**config.mk**
```make
export PLATFORM = sky130hd
export DESIGN_NAME = wrs_top
export DESIGN_NICKNAME = d
export VERILOG_FILES = /design/src/core/wrs_sync3.v /design/src/core/wrs_top.v
export VERILOG_INCLUDE_DIRS = /design/src /design/src/core
export SDC_FILE = /design/constraint.sdc
export NUM_CORES = 1
export LEC_CHECK = 0
export ABC_AREA = 1
export BUFFER_PORTS_ARGS = -buffer_cell sky130_fd_sc_hd__buf_2
export CORE_AREA = 4 4 73 75
export CTS_CLUSTER_SIZE = 12
export DETAILED_ROUTE_END_ITERATION = 8
export DIE_AREA = 0 0 77 79
export HOLD_SLACK_MARGIN = 0.12
export PLACE_DENSITY = 0.9
export SYNTH_ARGS = -nofsm -noshare
export SYNTH_HDL_FRONTEND = slang
export SYNTH_SLANG_ARGS = --single-unit
```
**constraint.sdc**
```tcl
create_clock -name ref_clk_in -period 1.4 [get_ports ref_clk_in]
set_input_delay 0 -clock ref_clk_in [delete_from_list [all_inputs] [get_ports ref_clk_in]]
set_output_delay 0 -clock ref_clk_in [all_outputs]
set_load 0.03 [all_outputs]
```
**src/core/wrs_consts.vh**
```
// Offsets, field positions and reset values of the wake and reset status logic
`ifndef WRS_CONSTS_VH
`define WRS_CONSTS_VH

`define WRS_ADDR_W          12
`define WRS_OFS_FLAGS       12'h000
`define WRS_OFS_WAKE_CTRL   12'h004
`define WRS_OFS_EVT_STATUS  12'h008
`define WRS_OFS_EVT_MASK    12'h00c

`define WRS_FLAG_TIMEOUT    0
`define WRS_FLAG_PDOWN      1
`define WRS_FLAG_GIE        2

`define WRS_CTL_UTX_IE      0
`define WRS_CTL_URX_IE      1
`define WRS_CTL_UERR_IE     2
`define WRS_CTL_VD_WAKE     3
`define WRS_CTL_VD_IE       4
`define WRS_CTL_W           5
`define WRS_CTL_RESET       5'h00

`define WRS_EVT_EXT_RST     0
`define WRS_EVT_WDOG_RST    1
`define WRS_EVT_LV_RST      2
`define WRS_EVT_WAKE        3
`define WRS_EVT_VECTOR      4
`define WRS_EVT_W           5
`define WRS_EVT_RESET       5'h00
`define WRS_MASK_RESET      5'h00

`define WRS_MODE_SLEEP      2'h0
`define WRS_MODE_IDLE       2'h1
`define WRS_MODE_GREEN      2'h2
`define WRS_MODE_NORMAL     2'h3

`endif

```
**src/core/wrs_sync3.v**
```verilog
// Three-stage input synchroniser with agreement filter
module wrs_sync3 #(
	parameter [0:0] IDLE_LEVEL = 1'b1
) (
	input  wire ref_clk_in,
	input  wire reset_in,
	input  wire async_in,
	output wire level_out
);
	reg s1_r;
	reg s2_r;
	reg s3_r;
	reg level_r;

	// s2 and s3 must agree before level_r takes s3
	always @(posedge ref_clk_in) begin
		if (reset_in) begin
			s1_r    <= IDLE_LEVEL;
			s2_r    <= IDLE_LEVEL;
			s3_r    <= IDLE_LEVEL;
			level_r <= IDLE_LEVEL;
		end else begin
			s1_r <= async_in;
			s2_r <= s1_r;
			s3_r <= s2_r;
			if (s2_r == s3_r) begin
				level_r <= s3_r;
			end
		end
	end

	assign level_out = level_r;
endmodule // wrs_sync3

```
**src/core/wrs_top.v**
```verilog
// Wake-up and reset cause tracking with APB status registers
//
// Summary of operation
// RL1: Core reset on power-on, external pin pulse, watchdog time-out or low voltage.
// RL2: Outside agent drives active-low reset pin high, then low, then high.
// RL3: Power-on reset sets time-out and power-down flags to one.
// RL4: External pin reset while operating keeps both flags unchanged.
// RL5: External pin reset waking from sleep: time-out one, power-down zero.
// RL6: Watchdog reset while operating: time-out zero, power-down unchanged.
// RL7: Watchdog wake from sleep clears both flags.
// RL8: Pin-change wake from sleep: time-out one, power-down zero.
// RL9: Watchdog-clear instruction sets both flags to one.
// RL10: Sleep instruction sets time-out one, clears power-down.
// RL11: Both flags are readable by software.
// RL12: Serial events never wake; in green/normal they vector only when enabled.
// RL13: Voltage detector wakes/interrupts per enables; low voltage and watchdog reset.
//
// Local design decisions: the APB slave port and the address map.
`include "wrs_consts.vh"

module wrs_top (
	input  wire        ref_clk_in,
	input  wire        reset_in,
	input  wire        psel_in,
	input  wire        penable_in,
	input  wire        pwrite_in,
	input  wire [11:0] paddr_in,
	input  wire [31:0] pwdata_in,
	output wire [31:0] prdata_out,
	output wire        pready_out,
	output wire        pslverr_out,
	input  wire        ext_reset_n_in,
	input  wire        low_voltage_reset_in,
	input  wire        pin_level_in,
	input  wire        watchdog_timeout_in,
	input  wire        watchdog_clear_instr_in,
	input  wire        sleep_instr_in,
	input  wire        global_irq_enable_in,
	input  wire        global_irq_disable_in,
	input  wire [1:0]  power_mode_in,
	input  wire        uart_tx_done_in,
	input  wire        uart_rx_full_in,
	input  wire        uart_rx_error_in,
	input  wire        voltage_detect_in,
	output wire        core_reset_out,
	output wire        wake_out,
	output wire        irq_vector_out,
	output wire        timeout_flag_out,
	output wire        power_down_flag_out,
	output wire        irq_out
);
	////////////////////////////////////////////////////////////////////////////
	// Pin synchronisers
	wire [2:0] pin_raw;
	wire [2:0] pin_sync;

	assign pin_raw = {pin_level_in, low_voltage_reset_in, ext_reset_n_in};

	genvar gi;
	generate
		for (gi = 0; gi < 3; gi = gi + 1) begin : g_sync
			// Reset pin idles high, detector and port pin idle low
			wrs_sync3 #(
				.IDLE_LEVEL (gi == 0 ? 1'b1 : 1'b0)
			) u_sync (
				.ref_clk_in (ref_clk_in),
				.reset_in   (reset_in),
				.async_in   (pin_raw[gi]),
				.level_out  (pin_sync[gi])
			);
		end
	endgenerate

	wire ext_rst_n_s;
	wire lv_rst_s;
	wire pin_s;

	assign ext_rst_n_s = pin_sync[0];
	assign lv_rst_s    = pin_sync[1];
	assign pin_s       = pin_sync[2];

	function low_power;
		input [1:0] mode;
		begin
			low_power = (mode == `WRS_MODE_SLEEP) || (mode == `WRS_MODE_IDLE);
		end
	endfunction

	////////////////////////////////////////////////////////////////////////////
	// State
	reg                  ext_rst_n_d_r;
	reg                  lv_rst_d_r;
	reg                  pin_d_r;
	reg                  timeout_r;
	reg                  pdown_r;
	reg                  gie_r;
	reg                  core_reset_r;
	reg                  wake_r;
	reg                  vector_r;
	reg                  irq_r;
	reg [`WRS_CTL_W-1:0] ctrl_r;
	reg [`WRS_EVT_W-1:0] evt_r;
	reg [`WRS_EVT_W-1:0] mask_r;
	reg                  pready_r;
	reg                  pslverr_r;
	reg [31:0]           prdata_r;

	wire asleep;
	wire ext_rst_evt;
	wire lv_rst_evt;
	wire pin_chg_evt;
	wire wdog_evt;

	assign asleep      = low_power(power_mode_in);
	assign ext_rst_evt = ext_rst_n_d_r & ~ext_rst_n_s;
	assign lv_rst_evt  = lv_rst_s & ~lv_rst_d_r;
	assign pin_chg_evt = pin_s ^ pin_d_r;
	assign wdog_evt    = watchdog_timeout_in;

	wire wdc_instr;
	wire sleep_instr;
	wire gie_set;
	// A core held in reset fetches nothing, so its watchdog-clear, sleep and global-enable strobes are void
	assign wdc_instr   = watchdog_clear_instr_in & ~core_reset_r;
	assign sleep_instr = sleep_instr_in & ~core_reset_r;
	assign gie_set     = global_irq_enable_in & ~core_reset_r;

	////////////////////////////////////////////////////////////////////////////
	// Flag update
	reg timeout_nxt;
	reg pdown_nxt;

	always @* begin
		timeout_nxt = timeout_r;
		pdown_nxt   = pdown_r;
		if (ext_rst_evt) begin
			if (asleep) begin
				timeout_nxt = 1'b1; // [RL5]
				pdown_nxt   = 1'b0; // [RL5]
			end
			// Operating-mode pin reset leaves both flags alone [RL4]
		end else if (lv_rst_evt) begin
			timeout_nxt = 1'b1;
			pdown_nxt   = 1'b1;
		end else if (wdog_evt) begin
			timeout_nxt = 1'b0; // [RL6] [RL7]
			if (asleep) begin
				pdown_nxt = 1'b0; // [RL7]
			end
		end else if (pin_chg_evt && asleep) begin
			timeout_nxt = 1'b1; // [RL8]
			pdown_nxt   = 1'b0; // [RL8]
		end else if (wdc_instr) begin
			timeout_nxt = 1'b1; // [RL9]
			pdown_nxt   = 1'b1; // [RL9]
		end else if (sleep_instr) begin
			timeout_nxt = 1'b1; // [RL10]
			pdown_nxt   = 1'b0; // [RL10]
		end
	end

	////////////////////////////////////////////////////////////////////////////
	// Wake and vector decisions
	reg wake_nxt;
	reg vector_nxt;
	reg reset_nxt;

	always @* begin
		wake_nxt   = 1'b0;
		vector_nxt = 1'b0;
		// Held while the pin is low so the core stays parked [RL1]
		reset_nxt  = ~ext_rst_n_s | lv_rst_evt | wdog_evt; // [RL1] [RL13]
		if (asleep) begin
			// Serial events are ignored while asleep [RL12]
			if ((voltage_detect_in && ctrl_r[`WRS_CTL_VD_WAKE]) ||
				(pin_chg_evt) || lv_rst_evt || wdog_evt || ext_rst_evt) begin
				wake_nxt = 1'b1; // [RL13]
			end
			if (voltage_detect_in && ctrl_r[`WRS_CTL_VD_WAKE] &&
				ctrl_r[`WRS_CTL_VD_IE] && gie_r) begin
				vector_nxt = 1'b1; // [RL13]
			end
		end else if (gie_r && !reset_nxt) begin
			// Disabled globally: core simply runs on [RL12]
			if ((uart_tx_done_in  && ctrl_r[`WRS_CTL_UTX_IE]) ||
				(uart_rx_full_in  && ctrl_r[`WRS_CTL_URX_IE]) ||
				(uart_rx_error_in && ctrl_r[`WRS_CTL_UERR_IE]) ||
				(voltage_detect_in && ctrl_r[`WRS_CTL_VD_IE])) begin
				vector_nxt = 1'b1; // [RL12] [RL13]
			end
		end
	end

	////////////////////////////////////////////////////////////////////////////
	// APB slave: one wait state so read data comes from a flop
	wire       apb_access;
	wire       apb_done;
	wire       apb_wr;
	wire       addr_ok;
	wire [3:0] reg_sel;

	// One-hot register select; an unmapped address selects nothing
	// Full address compare, so no register shows up at an alias
	function [3:0] reg_decode;
		input [`WRS_ADDR_W-1:0] addr;
		begin
			reg_decode    = 4'h0;
			reg_decode[0] = (addr == `WRS_OFS_FLAGS);
			reg_decode[1] = (addr == `WRS_OFS_WAKE_CTRL);
			reg_decode[2] = (addr == `WRS_OFS_EVT_STATUS);
			reg_decode[3] = (addr == `WRS_OFS_EVT_MASK);
		end
	endfunction

	assign reg_sel    = reg_decode(paddr_in);
	assign apb_access = psel_in & penable_in;
	assign apb_done   = apb_access & pready_r;
	assign apb_wr     = apb_done & pwrite_in & ~pslverr_r;
	assign addr_ok    = |reg_sel;

	reg [31:0] rd_mux;

	always @* begin
		rd_mux = 32'h0000_0000;
		case (paddr_in)
			`WRS_OFS_FLAGS: begin
				rd_mux[`WRS_FLAG_TIMEOUT] = timeout_r; // [RL11]
				rd_mux[`WRS_FLAG_PDOWN]   = pdown_r;   // [RL11]
				rd_mux[`WRS_FLAG_GIE]     = gie_r;
			end
			`WRS_OFS_WAKE_CTRL:  rd_mux[`WRS_CTL_W-1:0] = ctrl_r;
			`WRS_OFS_EVT_STATUS: rd_mux[`WRS_EVT_W-1:0] = evt_r;
			`WRS_OFS_EVT_MASK:   rd_mux[`WRS_EVT_W-1:0] = mask_r;
			default:             rd_mux = 32'h0000_0000;
		endcase
	end

	wire [`WRS_EVT_W-1:0] evt_set;
	wire [`WRS_EVT_W-1:0] evt_clr;

	assign evt_set = {vector_nxt, wake_nxt, lv_rst_evt, wdog_evt, ext_rst_evt};
	assign evt_clr = (apb_wr && reg_sel[2]) ?
	                 pwdata_in[`WRS_EVT_W-1:0] : {`WRS_EVT_W{1'b0}};

	////////////////////////////////////////////////////////////////////////////
	// Registers
	always @(posedge ref_clk_in) begin
		if (reset_in) begin
			ext_rst_n_d_r <= 1'b1;
			lv_rst_d_r    <= 1'b0;
			pin_d_r       <= 1'b0;
			// Only power-on lands here; pin and watchdog act via the flag update
			timeout_r     <= 1'b1; // [RL3]
			pdown_r       <= 1'b1; // [RL3]
			gie_r         <= 1'b0;
			core_reset_r  <= 1'b1; // [RL1]
			wake_r        <= 1'b0;
			vector_r      <= 1'b0;
			irq_r         <= 1'b0;
			ctrl_r        <= `WRS_CTL_RESET;
			evt_r         <= `WRS_EVT_RESET;
			mask_r        <= `WRS_MASK_RESET;
			pready_r      <= 1'b0;
			pslverr_r     <= 1'b0;
			prdata_r      <= 32'h0000_0000;
		end else begin
			ext_rst_n_d_r <= ext_rst_n_s;
			lv_rst_d_r    <= lv_rst_s;
			pin_d_r       <= pin_s;
			timeout_r     <= timeout_nxt;
			pdown_r       <= pdown_nxt;
			core_reset_r  <= reset_nxt;
			wake_r        <= wake_nxt;
			vector_r      <= vector_nxt;
			// A reset of the core also drops global enable
			if (reset_nxt || global_irq_disable_in) begin
				gie_r <= 1'b0;
			end else if (gie_set) begin
				gie_r <= 1'b1;
			end
			// New event beats a same-cycle clear
			evt_r <= (evt_r & ~evt_clr) | evt_set;
			irq_r <= |(evt_r & mask_r);
			if (apb_wr && reg_sel[1]) begin
				ctrl_r <= pwdata_in[`WRS_CTL_W-1:0];
			end
			if (apb_wr && reg_sel[3]) begin
				mask_r <= pwdata_in[`WRS_EVT_W-1:0];
			end
			pready_r  <= apb_access & ~pready_r;
			pslverr_r <= apb_access & ~pready_r & ~addr_ok;
			if (apb_access && !pready_r) begin
				prdata_r <= addr_ok ? rd_mux : 32'h0000_0000;
			end
		end
	end

	assign prdata_out          = prdata_r;
	assign pready_out          = pready_r;
	assign pslverr_out         = pslverr_r;
	assign core_reset_out      = core_reset_r;
	assign wake_out            = wake_r;
	assign irq_vector_out      = vector_r;
	assign timeout_flag_out    = timeout_r;
	assign power_down_flag_out = pdown_r;
	assign irq_out             = irq_r;
endmodule // wrs_top

```
==> summary.txt, run 1 <==
Hold path
  • Min-Delay Path Class: in2reg
  • Hold Path End: wake_out$_SDFF_PP0_
  • HP Start: power_mode_in[1]
  • Hold path depth: 4

Place
  • IO buf count: 47
  • Placer Congestion: about 0.82
  • Detail Placement HPWL: about 3300 um
  • Cell area after placement: between 2000 and 2500 um^2

Die
  • Die Span Y: ~80 um
  • DIE AREA: roughly 6000 um^2
  • Rows: 25
  • Starting Density: around 45%
  • Num ports: about 100
  • Die width: roughly 77 um
  • Core region area: roughly 4700 um^2

Flow run
  • Max-capacitance violation count: 0

Yosys
  • Mapped cell area: approximately 2100 um^2
  • Top FF cell, synth: dfxtp_1
  • Ys async rst share: 0%
  • Sequential fraction of the synthesis area: about 42%
  • EDFF count, synth: 0
  • Synth Instances: between 200 and 300
  • Count of unique library cells instantiated by Yosys: 29
  • FF+latch count, synth: 44
  • Post-synthesis area per instance: roughly 7.5 um^2
  • Yosys Warn Count: 0

Power and ir drop
  • PD cells: slightly below 1000 nW/um^2
  • Peak VDD IR: between 700 and 800 uV
  • Leak Pwr: 1.16 nW

Global route
  • GRT overflow: 0
  • Initial antenna violation count: 0
  • Pin count of the biggest net entering global routing: 25
  • Overall Global Routing Usage: between 10% and 20%
  • Vias in the first global route: approximately 1800
  • First-pass GRT wire length: around 7900 um

STA
  • Min Tclk post-route: 1.34 ns
  • Final Setup Violations: 0
  • Max-slew violations: 0
  • Hold Violations, Final: 0
  • Achievable Freq: 746 MHz
  • Post-Route Skew: 0.00790 ns
  • Final period utilization: 95.8%

Route
  • DRC Markers: 0
  • DR WL/cell: 12.0 um
  • DRT antenna net count: 0
  • Vias per cell: 4.83
  • Vias: approximately 2000
  • Drt total wl: between 4000 and 5000 um
  • 1st-iter DRT viols: slightly below 100
  • 1st-pass router iterations: 4

Outcome
  • Outcome: finished, final reports clean

Clocking
  • Sink Count: 44
  • H-tree depth: 2
  • Clock latency at the later pin of the worst-skew pair: slightly below 0.3 ns
  • Clock Root Buffer: clkbuf_8
  • Cts bufs inserted: 5
  • Worst-case clock buffer depth: 2
  • Clk slew on worst S/H paths: 0.08 ns
  • CTS tree: built

Cells and area
  • Area grow syn2layout: 26.7%
  • Fin util: between 50% and 60%
  • Share of post-route cells with drive strength above 1: approximately a quarter
  • Final instance area: between 2000 and 3000 um^2
  • Diode count: 0
  • Nets: around 410

Critical path
  • Arr. time, crit path: ~1.5 ns
  • Crit. End Element: register
  • Crit start category: input pin
  • R2r worst-path depth: 6
  • FF-to-FF Start: pready_out$_SDFF_PP0_
  • CP max FO: 5
  • Family with the most delay on the worst path: buffers and inverters
  • Worst path cell trace: dlygate4sd3_1 > buf_2 > inv_2 > nand2_4 > nor3_4 > buf_6 > nand3_4 > o21ai_1 > a21oi_1
  • Max incr delay on CP: roughly 0.54 ns
  • WP data required: between 1.5 and 2 ns
  • Crit Path Category: in2reg
  • Buffers & Inverters on Critical Path: 4
  • Reg2reg setup slack: approximately 0.09 ns
  • CP max-delay cell: dlygate4sd3_1
  • Reg2Reg Capture Point: ctrl_r[2]$_SDFFE_PP0P_
==> cell families (layout without fill, tap and decap cells) <==
kind of cell	count (synthesis)	after routing	share of synthesized area, %
XOR/XNOR	1	1	0.419
AND/OR/NAND/NOR	113	114	26.7
flip-flops	44	44	42.2
buffers and inverters	65	112	17.1
AO/OA/AOI/OAI	53	53	13.4
other	1	27	0.180
==> layout by cell type (no fill, tap or decap), types with 2 or more instances in the layout <==
cell / netlist / layout
dfxtp_1: 44 / 43
nor2_4: 1 / 4
nor3_4: 2 / 2
o21ai_1: 20 / 18
dlygate4sd3_1: 0 / 18
conb_1: 1 / 27
or2_2: 3 / 3
inv_1: 24 / 24
buf_2: 0 / 47
or2_1: 2 / 2
a21oi_1: 25 / 24
buf_4: 28 / 6
nor2_1: 26 / 25
o21ai_2: 0 / 2
nand3_1: 27 / 27
o21ai_0: 3 / 3
inv_2: 7 / 7
clkbuf_8: 0 / 5
nand2_1: 43 / 43
nand3_4: 3 / 3
==> cell usage after synthesis, drive strengths merged, types with 3 or more instances <==
cell type / number / area share (%)
nor3: 3 / 1.8
inv: 31 / 5.6
a21oi: 25 / 6.0
nor2: 30 / 6.1
nand2: 44 / 8.0
clkbuf: 4 / 0.72
dfxtp: 44 / 42
or2: 5 / 1.5
o21ai: 23 / 5.5
buf: 29 / 11
nand3: 30 / 9.0
==> repair_timing <==
item,CTS,global route
setup buffers,0,2
endpoints found under the setup margin,0,15
endpoints found under the hold margin,28,0
hold buffers,18,0
gates resized for setup,0,10
==> layer usage <==
| layer | share of wire [%] | GRT usage (%) |
|---|---|---|
| met1 | 40 | 18.0 |
| met2 | 49 | 28.7 |
| met3 | 9.1 | 4.42 |
| met4 | 1.8 | 7.47 |
| met5 | 0 | 0 |
==> power breakdown <==
group	switching [mW]	leakage (nW)	internal (mW)
combinational	0.239	0.752	0.113
sequential	0.0187	0.358	1.28
clock	0.426	0.0541	0.528
==> worst register-to-register path: stages, from the launching register on <==
cell	delay [ns]
dfxtp_2	0.37
nand2_1	0.10
nor3_4	0.24
buf_4	0.15
nand3_4	0.12
o21ai_1	0.18
a21oi_1	0.06
==> layout make-up <==
class	count	area, um^2
fillers	391	2010
multi-input cells	195	993
flip-flops and latches	44	882
repair buffers	72	472
inverters	32	120
clock buffers	5	68.8
well taps	54	67.6
clock inverters	3	42.5
==> state kept, by name, indices dropped and copies added, names as in the netlist <==
name	flops
prdata_out	5
g_sync.u_sync.s3_r	3
g_sync.u_sync.s2_r	3
wake_out	1
pready_out	1
mask_r	5
pslverr_out	1
timeout_flag_out	1
ext_rst_n_d_r	1
irq_vector_out	1
irq_out	1
gie_r	1
g_sync.u_sync.s1_r	3
g_sync.u_sync.level_out	3
core_reset_out	1
lv_rst_d_r	1
power_down_flag_out	1
evt_r	5
pin_d_r	1
ctrl_r	5
==> how the worst max path moves through the flow <==
| stage | start | to | slack, ns | depth (start not counted) |
|---|---|---|---|---|
| after floorplan | pready_out$_SDFF_PP0_ | evt_r[3]$_SDFF_PP0_ | 0.11 | 6 |
| final | paddr_in[0] | mask_r[2]$_SDFFE_PP0P_ | 0.06 | 9 |
| after global routing | pready_out$_SDFF_PP0_ | ctrl_r[3]$_SDFFE_PP0P_ | -0.003 | 6 |
| after global placement | pready_out$_SDFF_PP0_ | evt_r[4]$_SDFF_PP0_ | 0.19 | 6 |
| after detailed placement | pready_out$_SDFF_PP0_ | evt_r[4]$_SDFF_PP0_ | 0.16 | 6 |
| after CTS | paddr_in[0] | evt_r[3]$_SDFF_PP0_ | 0.03 | 9 |
==> through the flow <==
| step | hold slack [ns] | setup TNS, ns | instances | power [mW] | worst slack (ns) |
|---|---|---|---|---|---|
| after CTS | 0.124 | 0 | 403 | 2.60 | 0.0271 |
| final | 0.128 | 0 | 405 | 2.60 | 0.0589 |
| after global placement | 0.167 | 0 | 377 | 1.61 | 0.188 |
| after detailed placement | 0.168 | 0 | 377 | 1.62 | 0.158 |
| after floorplan | 0.0775 | 0 | 303 | 1.59 | 0.109 |
| after global routing | 0.143 | -0.00414 | 405 | 2.71 | -0.00267 |
Power figures use the tool's default switching activity.
==> run 2: changes to the inputs <==
--- a/config.mk
+++ b/config.mk
@@ -8,10 +8,10 @@
 export LEC_CHECK = 0
 export ABC_AREA = 1
 export BUFFER_PORTS_ARGS = -buffer_cell sky130_fd_sc_hd__buf_2
-export CORE_AREA = 4 4 73 75
+export CORE_AREA = 10 10 79 81
 export CTS_CLUSTER_SIZE = 12
 export DETAILED_ROUTE_END_ITERATION = 8
-export DIE_AREA = 0 0 77 79
+export DIE_AREA = 0 0 89 91
 export HOLD_SLACK_MARGIN = 0.12
 export PLACE_DENSITY = 0.9
 export SYNTH_ARGS = -nofsm -noshare
==> run 2 against run 1 <==
- clock skew decreased by 0.0024 ns
- sequential power about the same
- non-clock buffer count increased by 2
- clock power up 17%
- largest cell class unchanged
- largest power group unchanged
- count of clock-buffer cells in the layout stayed put
- die area rose by 33%
- cell area is 0.52% higher
- global-route usage is 2.9 points lower
- core utilization increased by 0.30 points
- sequential cell count is the same
==> summary.txt, run 2 (same netlist as run 1, synthesis figures left out) <==
STA
  • Final Setup Violations: 0 (unchanged)
  • Max-slew violations: 0 (unchanged)
  • Hold Violations, Final: 0 (unchanged)
  • Hold slack: 0.147 ns (+0.0188 ns)
  • Setup tns final: 0 ns (unchanged)
  • Achievable Freq: 755 MHz (+1.2%)
  • Final period utilization: 94.6% (-1.2 points)
  • Post-Route Skew: 0.00553 ns (-0.00237 ns)
  • Setup ws final: 0.0753 ns (+0.0164 ns)
  • Min Tclk post-route: 1.32 ns (-0.0164 ns)

Clocking
  • CTS tree: built
  • Clk slew on worst S/H paths: 0.08 ns (about the same)
  • Worst-case clock buffer depth: 2 (unchanged)
  • Clock Root Buffer: clkbuf_8
  • H-tree depth: 2 (unchanged)
  • Sink Count: 44 (unchanged)
  • Clock latency at the later pin of the worst-skew pair: 0.30 ns (about the same)
  • Cts bufs inserted: 5 (unchanged)

Route
  • Drt total wl: 5560 um (+14%)
  • 1st-iter DRT viols: 182 (+88%)
  • DRT antenna net count: 0 (unchanged)
  • Vias per cell: 4.96 (+2.8%)
  • Vias: 2015 (+3.0%)
  • 1st-pass router iterations: 4 (unchanged)
  • DRC Markers: 0 (unchanged)
  • DR WL/cell: 13.7 um (+14%)

Hold path
  • Min-Delay Path Class: in2reg
  • Hold path depth: 5 (+1)

Place
  • Detail Placement HPWL: 3960 um (+20%)
  • Cell area after placement: 2300 um^2 (unchanged)
  • Dpl ws: 0.167 ns (+0.00891 ns)
  • IO buf count: 47 (unchanged)
  • Placer Congestion: 0.822 (unchanged)
  • Placed cell count: 377 (unchanged)

Global route
  • Overall Global Routing Usage: 13.3% (-2.9 points)
  • Initial antenna violation count: 0 (unchanged)
  • Met3 Use GR: 5.63% (+1.2 points)
  • Gr busiest metal: met2
  • Pin count of the biggest net entering global routing: 25 (unchanged)
  • First-pass GRT wire length: 8640 um (+9.3%)
  • Vias in the first global route: 1922 (+7.7%)
  • Met1 Resource Use GR: 13.7% (-4.3 points)
  • GR Util met2: 22.6% (-6.2 points)
  • GRT overflow: 0 (unchanged)

Critical path
  • Crit. End Element: register
  • R2r worst-path depth: 6 (unchanged)
  • Crit start category: input pin
  • Arr. time, crit path: 1.55 ns (+0.02 ns)
  • CP max FO: 7 (+2)
  • Crit Path Category: in2reg
  • WP data required: 1.63 ns (+0.05 ns)

Power and ir drop
  • Power Total: 2.77 mW (+6.3%)
  • Peak VDD IR: 1160 uV (+62%)
  • PD cells: 1040 nW/um^2 (+5.8%)
  • Leak Pwr: 1.18 nW (+1.3%)

Die
  • DIE AREA: 8100 um^2 (+33%)
  • Die Span Y: 91 um (+15%)
  • Rows: 25 (unchanged)
  • Die width: 89 um (+16%)
  • Num ports: 103 (unchanged)
  • Starting Density: 44.8% (unchanged)
  • Core region area: 4660 um^2 (unchanged)

Cells and area
  • Fin cells: 406 (+0.25%)
  • Final instance area: 2660 um^2 (+0.52%)
  • Commonest non-fill, non-tap cell in the layout: buf_2
  • Diode count: 0 (unchanged)
  • Commonest non-fill, non-tap cells in the layout: buf_2 (47), nand2_1 (43), dfxtp_1 (43)
  • Share of post-route cells with drive strength above 1: 24.7% (-0.64 points)
  • Nets: 415 (+0.48%)
  • Area grow syn2layout: 27.4%
  • Fin util: 57.1% (+0.30 points)

Outcome
  • Outcome: finished, final reports clean

Flow run
  • Max-capacitance violation count: 0 (unchanged)
## run 2: power by group
group / switching [mW] / internal (mW) / total, mW
combinational: 0.239 / 0.110 / 0.349
clock: 0.420 / 0.702 / 1.12
sequential: 0.0178 / 1.28 / 1.29
total: 0.677 / 2.09 / 2.77
## run 2: layout make-up
type	instances	area, um^2
Fill cell	412	2000
Clock inverter	2	60.1
Timing Repair Buffer	74	483
Clock buffer	5	68.8
Multi-Input combinational cell	195	978
Sequential cell	44	882
Tap cell	54	67.6
Inverter	32	120
## run 2: layer usage
metal / routed length [um] / part of all wire [%] / up-vias
met4: 131 / 2.4 / 0
met5: 0 / 0 / -
met1: 1940 / 35 / 919
li1: - / - / 988
met2: 2770 / 50 / 94
met3: 719 / 13 / 14
## run 2: repair_timing
item | CTS | global route
buffers inserted | 0 | 3
hold buffers | 18 | 0
endpoints found under the setup margin | 0 | 17
endpoints found under the hold margin | 28 | 0
gates resized for setup | 0 | 5
## run 2: final timing paths
path,from,endpoint,slack (ns)
worst max register to register,pready_out$_SDFF_PP0_,ctrl_r[3]$_SDFFE_PP0P_,0.08
worst min register to register,g_sync[1].u_sync.s1_r$_SDFF_PP0_,g_sync[1].u_sync.s2_r$_SDFF_PP0_,0.41
worst min-delay path,voltage_detect_in,irq_vector_out$_SDFF_PP0_,0.15
worst max-delay path,paddr_in[0],prdata_out[3]$_SDFFE_PP0P_,0.08
## run 2: critical path, stage by stage
cell and delay, ns:
dlygate4sd3_1 0.53, buf_2 0.12, inv_2 0.09, nand2_4 0.09
nor3_4 0.16, buf_4 0.18, nand3_1 0.09, nand3_1 0.09
nand3_1 0.07, a21oi_1 0.13
==> run 3: changes to the inputs <==
--- a/config.mk
+++ b/config.mk
@@ -6,12 +6,11 @@
 export SDC_FILE = /design/constraint.sdc
 export NUM_CORES = 1
 export LEC_CHECK = 0
-export ABC_AREA = 1
 export BUFFER_PORTS_ARGS = -buffer_cell sky130_fd_sc_hd__buf_2
-export CORE_AREA = 10 10 79 81
+export CORE_AREA = 10 10 78 80
 export CTS_CLUSTER_SIZE = 12
 export DETAILED_ROUTE_END_ITERATION = 8
-export DIE_AREA = 0 0 89 91
+export DIE_AREA = 0 0 88 90
 export HOLD_SLACK_MARGIN = 0.12
 export PLACE_DENSITY = 0.9
 export SYNTH_ARGS = -nofsm -noshare
==> run 3 against run 2 <==
- via count down 12%
- total power fell by 6.2%
- hold slack improved by 0.023 ns
- combinational power is 2% lower
- largest power group unchanged
- highest routed layer unchanged
==> summary.txt, run 3 <==
Outcome
  • Outcome: finished, final reports clean

Yosys
  • Top-count cell post-synth: dfxtp_1
  • Yosys Warn Count: 0 (unchanged)
  • Sequential fraction of the synthesis area: 44.3% (+2.1 points)
  • Synth cell count leaders: dfxtp_1 (44), buf_4 (27), a21oi_1 (20)
  • Top FF cell, synth: dfxtp_1
  • Share of the synthesized area in the top cell type: 44.3% (+2.1 points)
  • EDFF count, synth: 0 (unchanged)
  • Post-synthesis area per instance: 9.13 um^2 (+21%)
  • Ys async rst share: 0% (unchanged)
  • Largest cells by area after synthesis: dfxtp_1 (44%), buf_4 (10%), a21oi_1 (5.0%), o21ai_0 (4.3%), nor2b_1 (3.8%)
  • Synth Instances: 218 (-21%)
  • FF+latch count, synth: 44 (unchanged)
  • Largest area contributor in the netlist: dfxtp_1
  • Count of unique library cells instantiated by Yosys: 39 (+34%)
  • Mapped cell area: 1990 um^2 (-4.7%)

Hold path
  • Hold Path End: timeout_flag_out$_SDFFE_PP1P_
  • Min-Delay Path Class: in2reg
  • HP Start: sleep_instr_in
  • Hold path depth: 5 (unchanged)

Place
  • Placer Congestion: 0.840 (+2.2%)
  • Placed cell count: 315 (-16%)
  • Detail Placement HPWL: 3790 um (-4.2%)
  • IO buf count: 47 (unchanged)

STA
  • Hold Violations, Final: 0 (unchanged)
  • Min Tclk post-route: 1.37 ns (+0.0467 ns)
  • Least-Margin Pin Slew: around 0.50 ns
  • Final Setup Violations: 0 (unchanged)
  • Post-Route Skew: 0.00296 ns (-0.00257 ns)
  • Final period utilization: 98.0% (+3.3 points)
  • Achievable Freq: 729 MHz (-3.4%)
  • Slew Limit Headroom: around two thirds
  • Setup tns final: 0 ns (unchanged)
  • Max-slew violations: 0 (unchanged)
  • Unrepaired setup endpoints after global routing: yes

Route
  • Vias per cell: 5.22 (+5.2%)
  • 1st-pass router iterations: 5 (+1)
  • Drt total wl: 5080 um (-8.7%)
  • Vias: 1781 (-12%)
  • DRT antenna net count: 0 (unchanged)
  • DR WL/cell: 14.9 um (+8.7%)
  • 1st-iter DRT viols: 235 (+29%)
  • DRC Markers: 0 (unchanged)

Critical path
  • Crit. End Element: register
  • Reg2Reg Capture Point: evt_r[2]$_SDFF_PP0_
  • WP data required: 1.59 ns (-0.04 ns)
  • Buffers & Inverters on Critical Path: 2 (-2)
  • Max incr delay on CP: 0.58 ns (+0.05 ns)
  • CP max-delay cell: dlygate4sd3_1
  • Crit start category: input pin
  • Arr. time, crit path: 1.56 ns (about the same)
  • Crit Path Category: in2reg
  • Worst path cell trace: buf_2 > or4_4 > dlygate4sd3_1 > o31a_2
  • CP max FO: 2 (-5)
  • Family with the most delay on the worst path: buffers and inverters
  • R2r worst-path depth: 5 (-1)
  • FF-to-FF Start: pready_out$_SDFF_PP0_
  • Reg2reg setup slack: 0.10 ns (+0.02 ns)
  • Crit. Startpoint: paddr_in[9]

Cells and area
  • Commonest non-fill, non-tap cell in the layout: buf_2
  • Diode count: 0 (unchanged)
  • Fin cells: 341 (-16%)
  • Nets: 349 (-16%)
  • Share of post-route cells with drive strength above 1: 27.5% (+2.8 points)
  • Commonest non-fill, non-tap cells in the layout: buf_2 (47), dfxtp_1 (44), conb_1 (27)
  • Area grow syn2layout: 25.3%

Global route
  • Pin count of the biggest net entering global routing: 29 (+16%)
  • First-pass GRT wire length: 7940 um (-8.1%)
  • Initial antenna violation count: 0 (unchanged)
  • Vias in the first global route: 1621 (-16%)
  • GRT overflow: 0 (unchanged)
  • Overall Global Routing Usage: 12.1% (-1.2 points)

Clocking
  • H-tree depth: 2 (unchanged)
  • CTS tree: built
  • Worst-case clock buffer depth: 2 (unchanged)
  • Clock latency at the later pin of the worst-skew pair: 0.30 ns (about the same)
  • Sink Count: 44 (unchanged)
  • Cts bufs inserted: 5 (unchanged)
  • Clk slew on worst S/H paths: 0.08 ns (about the same)
  • Clock Root Buffer: clkbuf_8

Power and ir drop
  • Power Total: 2.60 mW (-6.2%)
  • PD cells: 1040 nW/um^2 (+0.10%)
  • Peak VDD IR: 465 uV (-60%)
  • Leak Pwr: 1.04 nW (-12%)

Die
  • Starting Density: 43.3% (-1.5 points)
  • Die width: 88 um (-1.1%)
  • DIE AREA: 7920 um^2 (-2.2%)
  • Num ports: 103 (unchanged)
  • Die Span Y: 90 um (-1.1%)
  • Core region area: 4600 um^2 (-1.3%)
  • Rows: 25 (unchanged)

Flow run
  • Max-capacitance violation count: 0 (unchanged)
## run 3: area by class of cell
class / instances / area [um^2]
clock buffer: 5 / 68.8
clock inverter: 3 / 42.5
fill: 406 / 2100
inverter: 4 / 15.0
multi-input combinational: 160 / 958
sequential: 44 / 881
tap: 54 / 67.6
timing repair buffer: 71 / 460
## run 3: cells by family (layout without fill, tap and decap cells)
kind of cell / after synthesis / after routing / share of synthesized area [%]
and+or+nand+nor: 72 / 72 / 20.8
DFF: 44 / 44 / 44.3
muxes: 5 / 5 / 4.53
xor gates and xnor gates: 1 / 1 / 0.440
AOI/OAI and AO/OA: 55 / 55 / 17.0
other: 1 / 27 / 0.188
buffers and inverters: 40 / 83 / 12.8
## run 3: worst reg2reg max path, cell delays in order, from the launching register on
cell	delay, ns
dfxtp_1	0.35
and3b_1	0.22
nand4_1	0.11
buf_4	0.20
o21ai_0	0.22
a21oi_1	0.09
## run 3: metrics by stage
stage | cell area [um^2] | hold slack [ns] | setup WS [ns] | util [%]
3_5_place_dp | 2190 | 0.171 | 0.0582 | 47.7
6_report | 2490 | 0.170 | 0.0286 | 54.2
2_1_floorplan | 2090 | 0.0793 | 0.0272 | -
3_3_place_gp | 2190 | 0.168 | 0.109 | 47.7
5_1_grt | 2490 | 0.198 | 0.000467 | 54.2
4_1_cts | 2490 | 0.156 | 0.0375 | 54.1
## run 3: what timing repair did
action	CTS	global route
buffers inserted	0	0
gates resized for setup	0	2
hold endpoints to repair	30	0
setup endpoints to repair	0	7
hold buffers	18	0
## run 3: report_power, final
part	switching [mW]	internal (mW)	total [mW]
combinational	0.223	0.118	0.341
sequential	0.0161	1.28	1.29
clock	0.435	0.528	0.962
## run 3: per-layer routing
layer | global-route usage, % | wire (um) | share of wire, % | vias to the layer above
li1 | - | - | - | 863
met1 | 13.8 | 1930 | 38 | 807
met2 | 20.6 | 2610 | 51 | 99
met3 | 2.44 | 426 | 8.4 | 12
met4 | 5.59 | 110 | 2.2 | 0
met5 | 0 | 0 | 0 | -
## run 3: worst max path at each step
stage,to,cells past startpoint
2_1_floorplan,ctrl_r[0]$_SDFFE_PP0P_,5
3_3_place_gp,prdata_out[2]$_SDFFE_PP0P_,5
5_1_grt,evt_r[3]$_SDFF_PP0_,4
6_report,pslverr_out$_SDFF_PP0_,4
3_5_place_dp,ctrl_r[3]$_SDFFE_PP0P_,6
4_1_cts,pslverr_out$_SDFF_PP0_,4
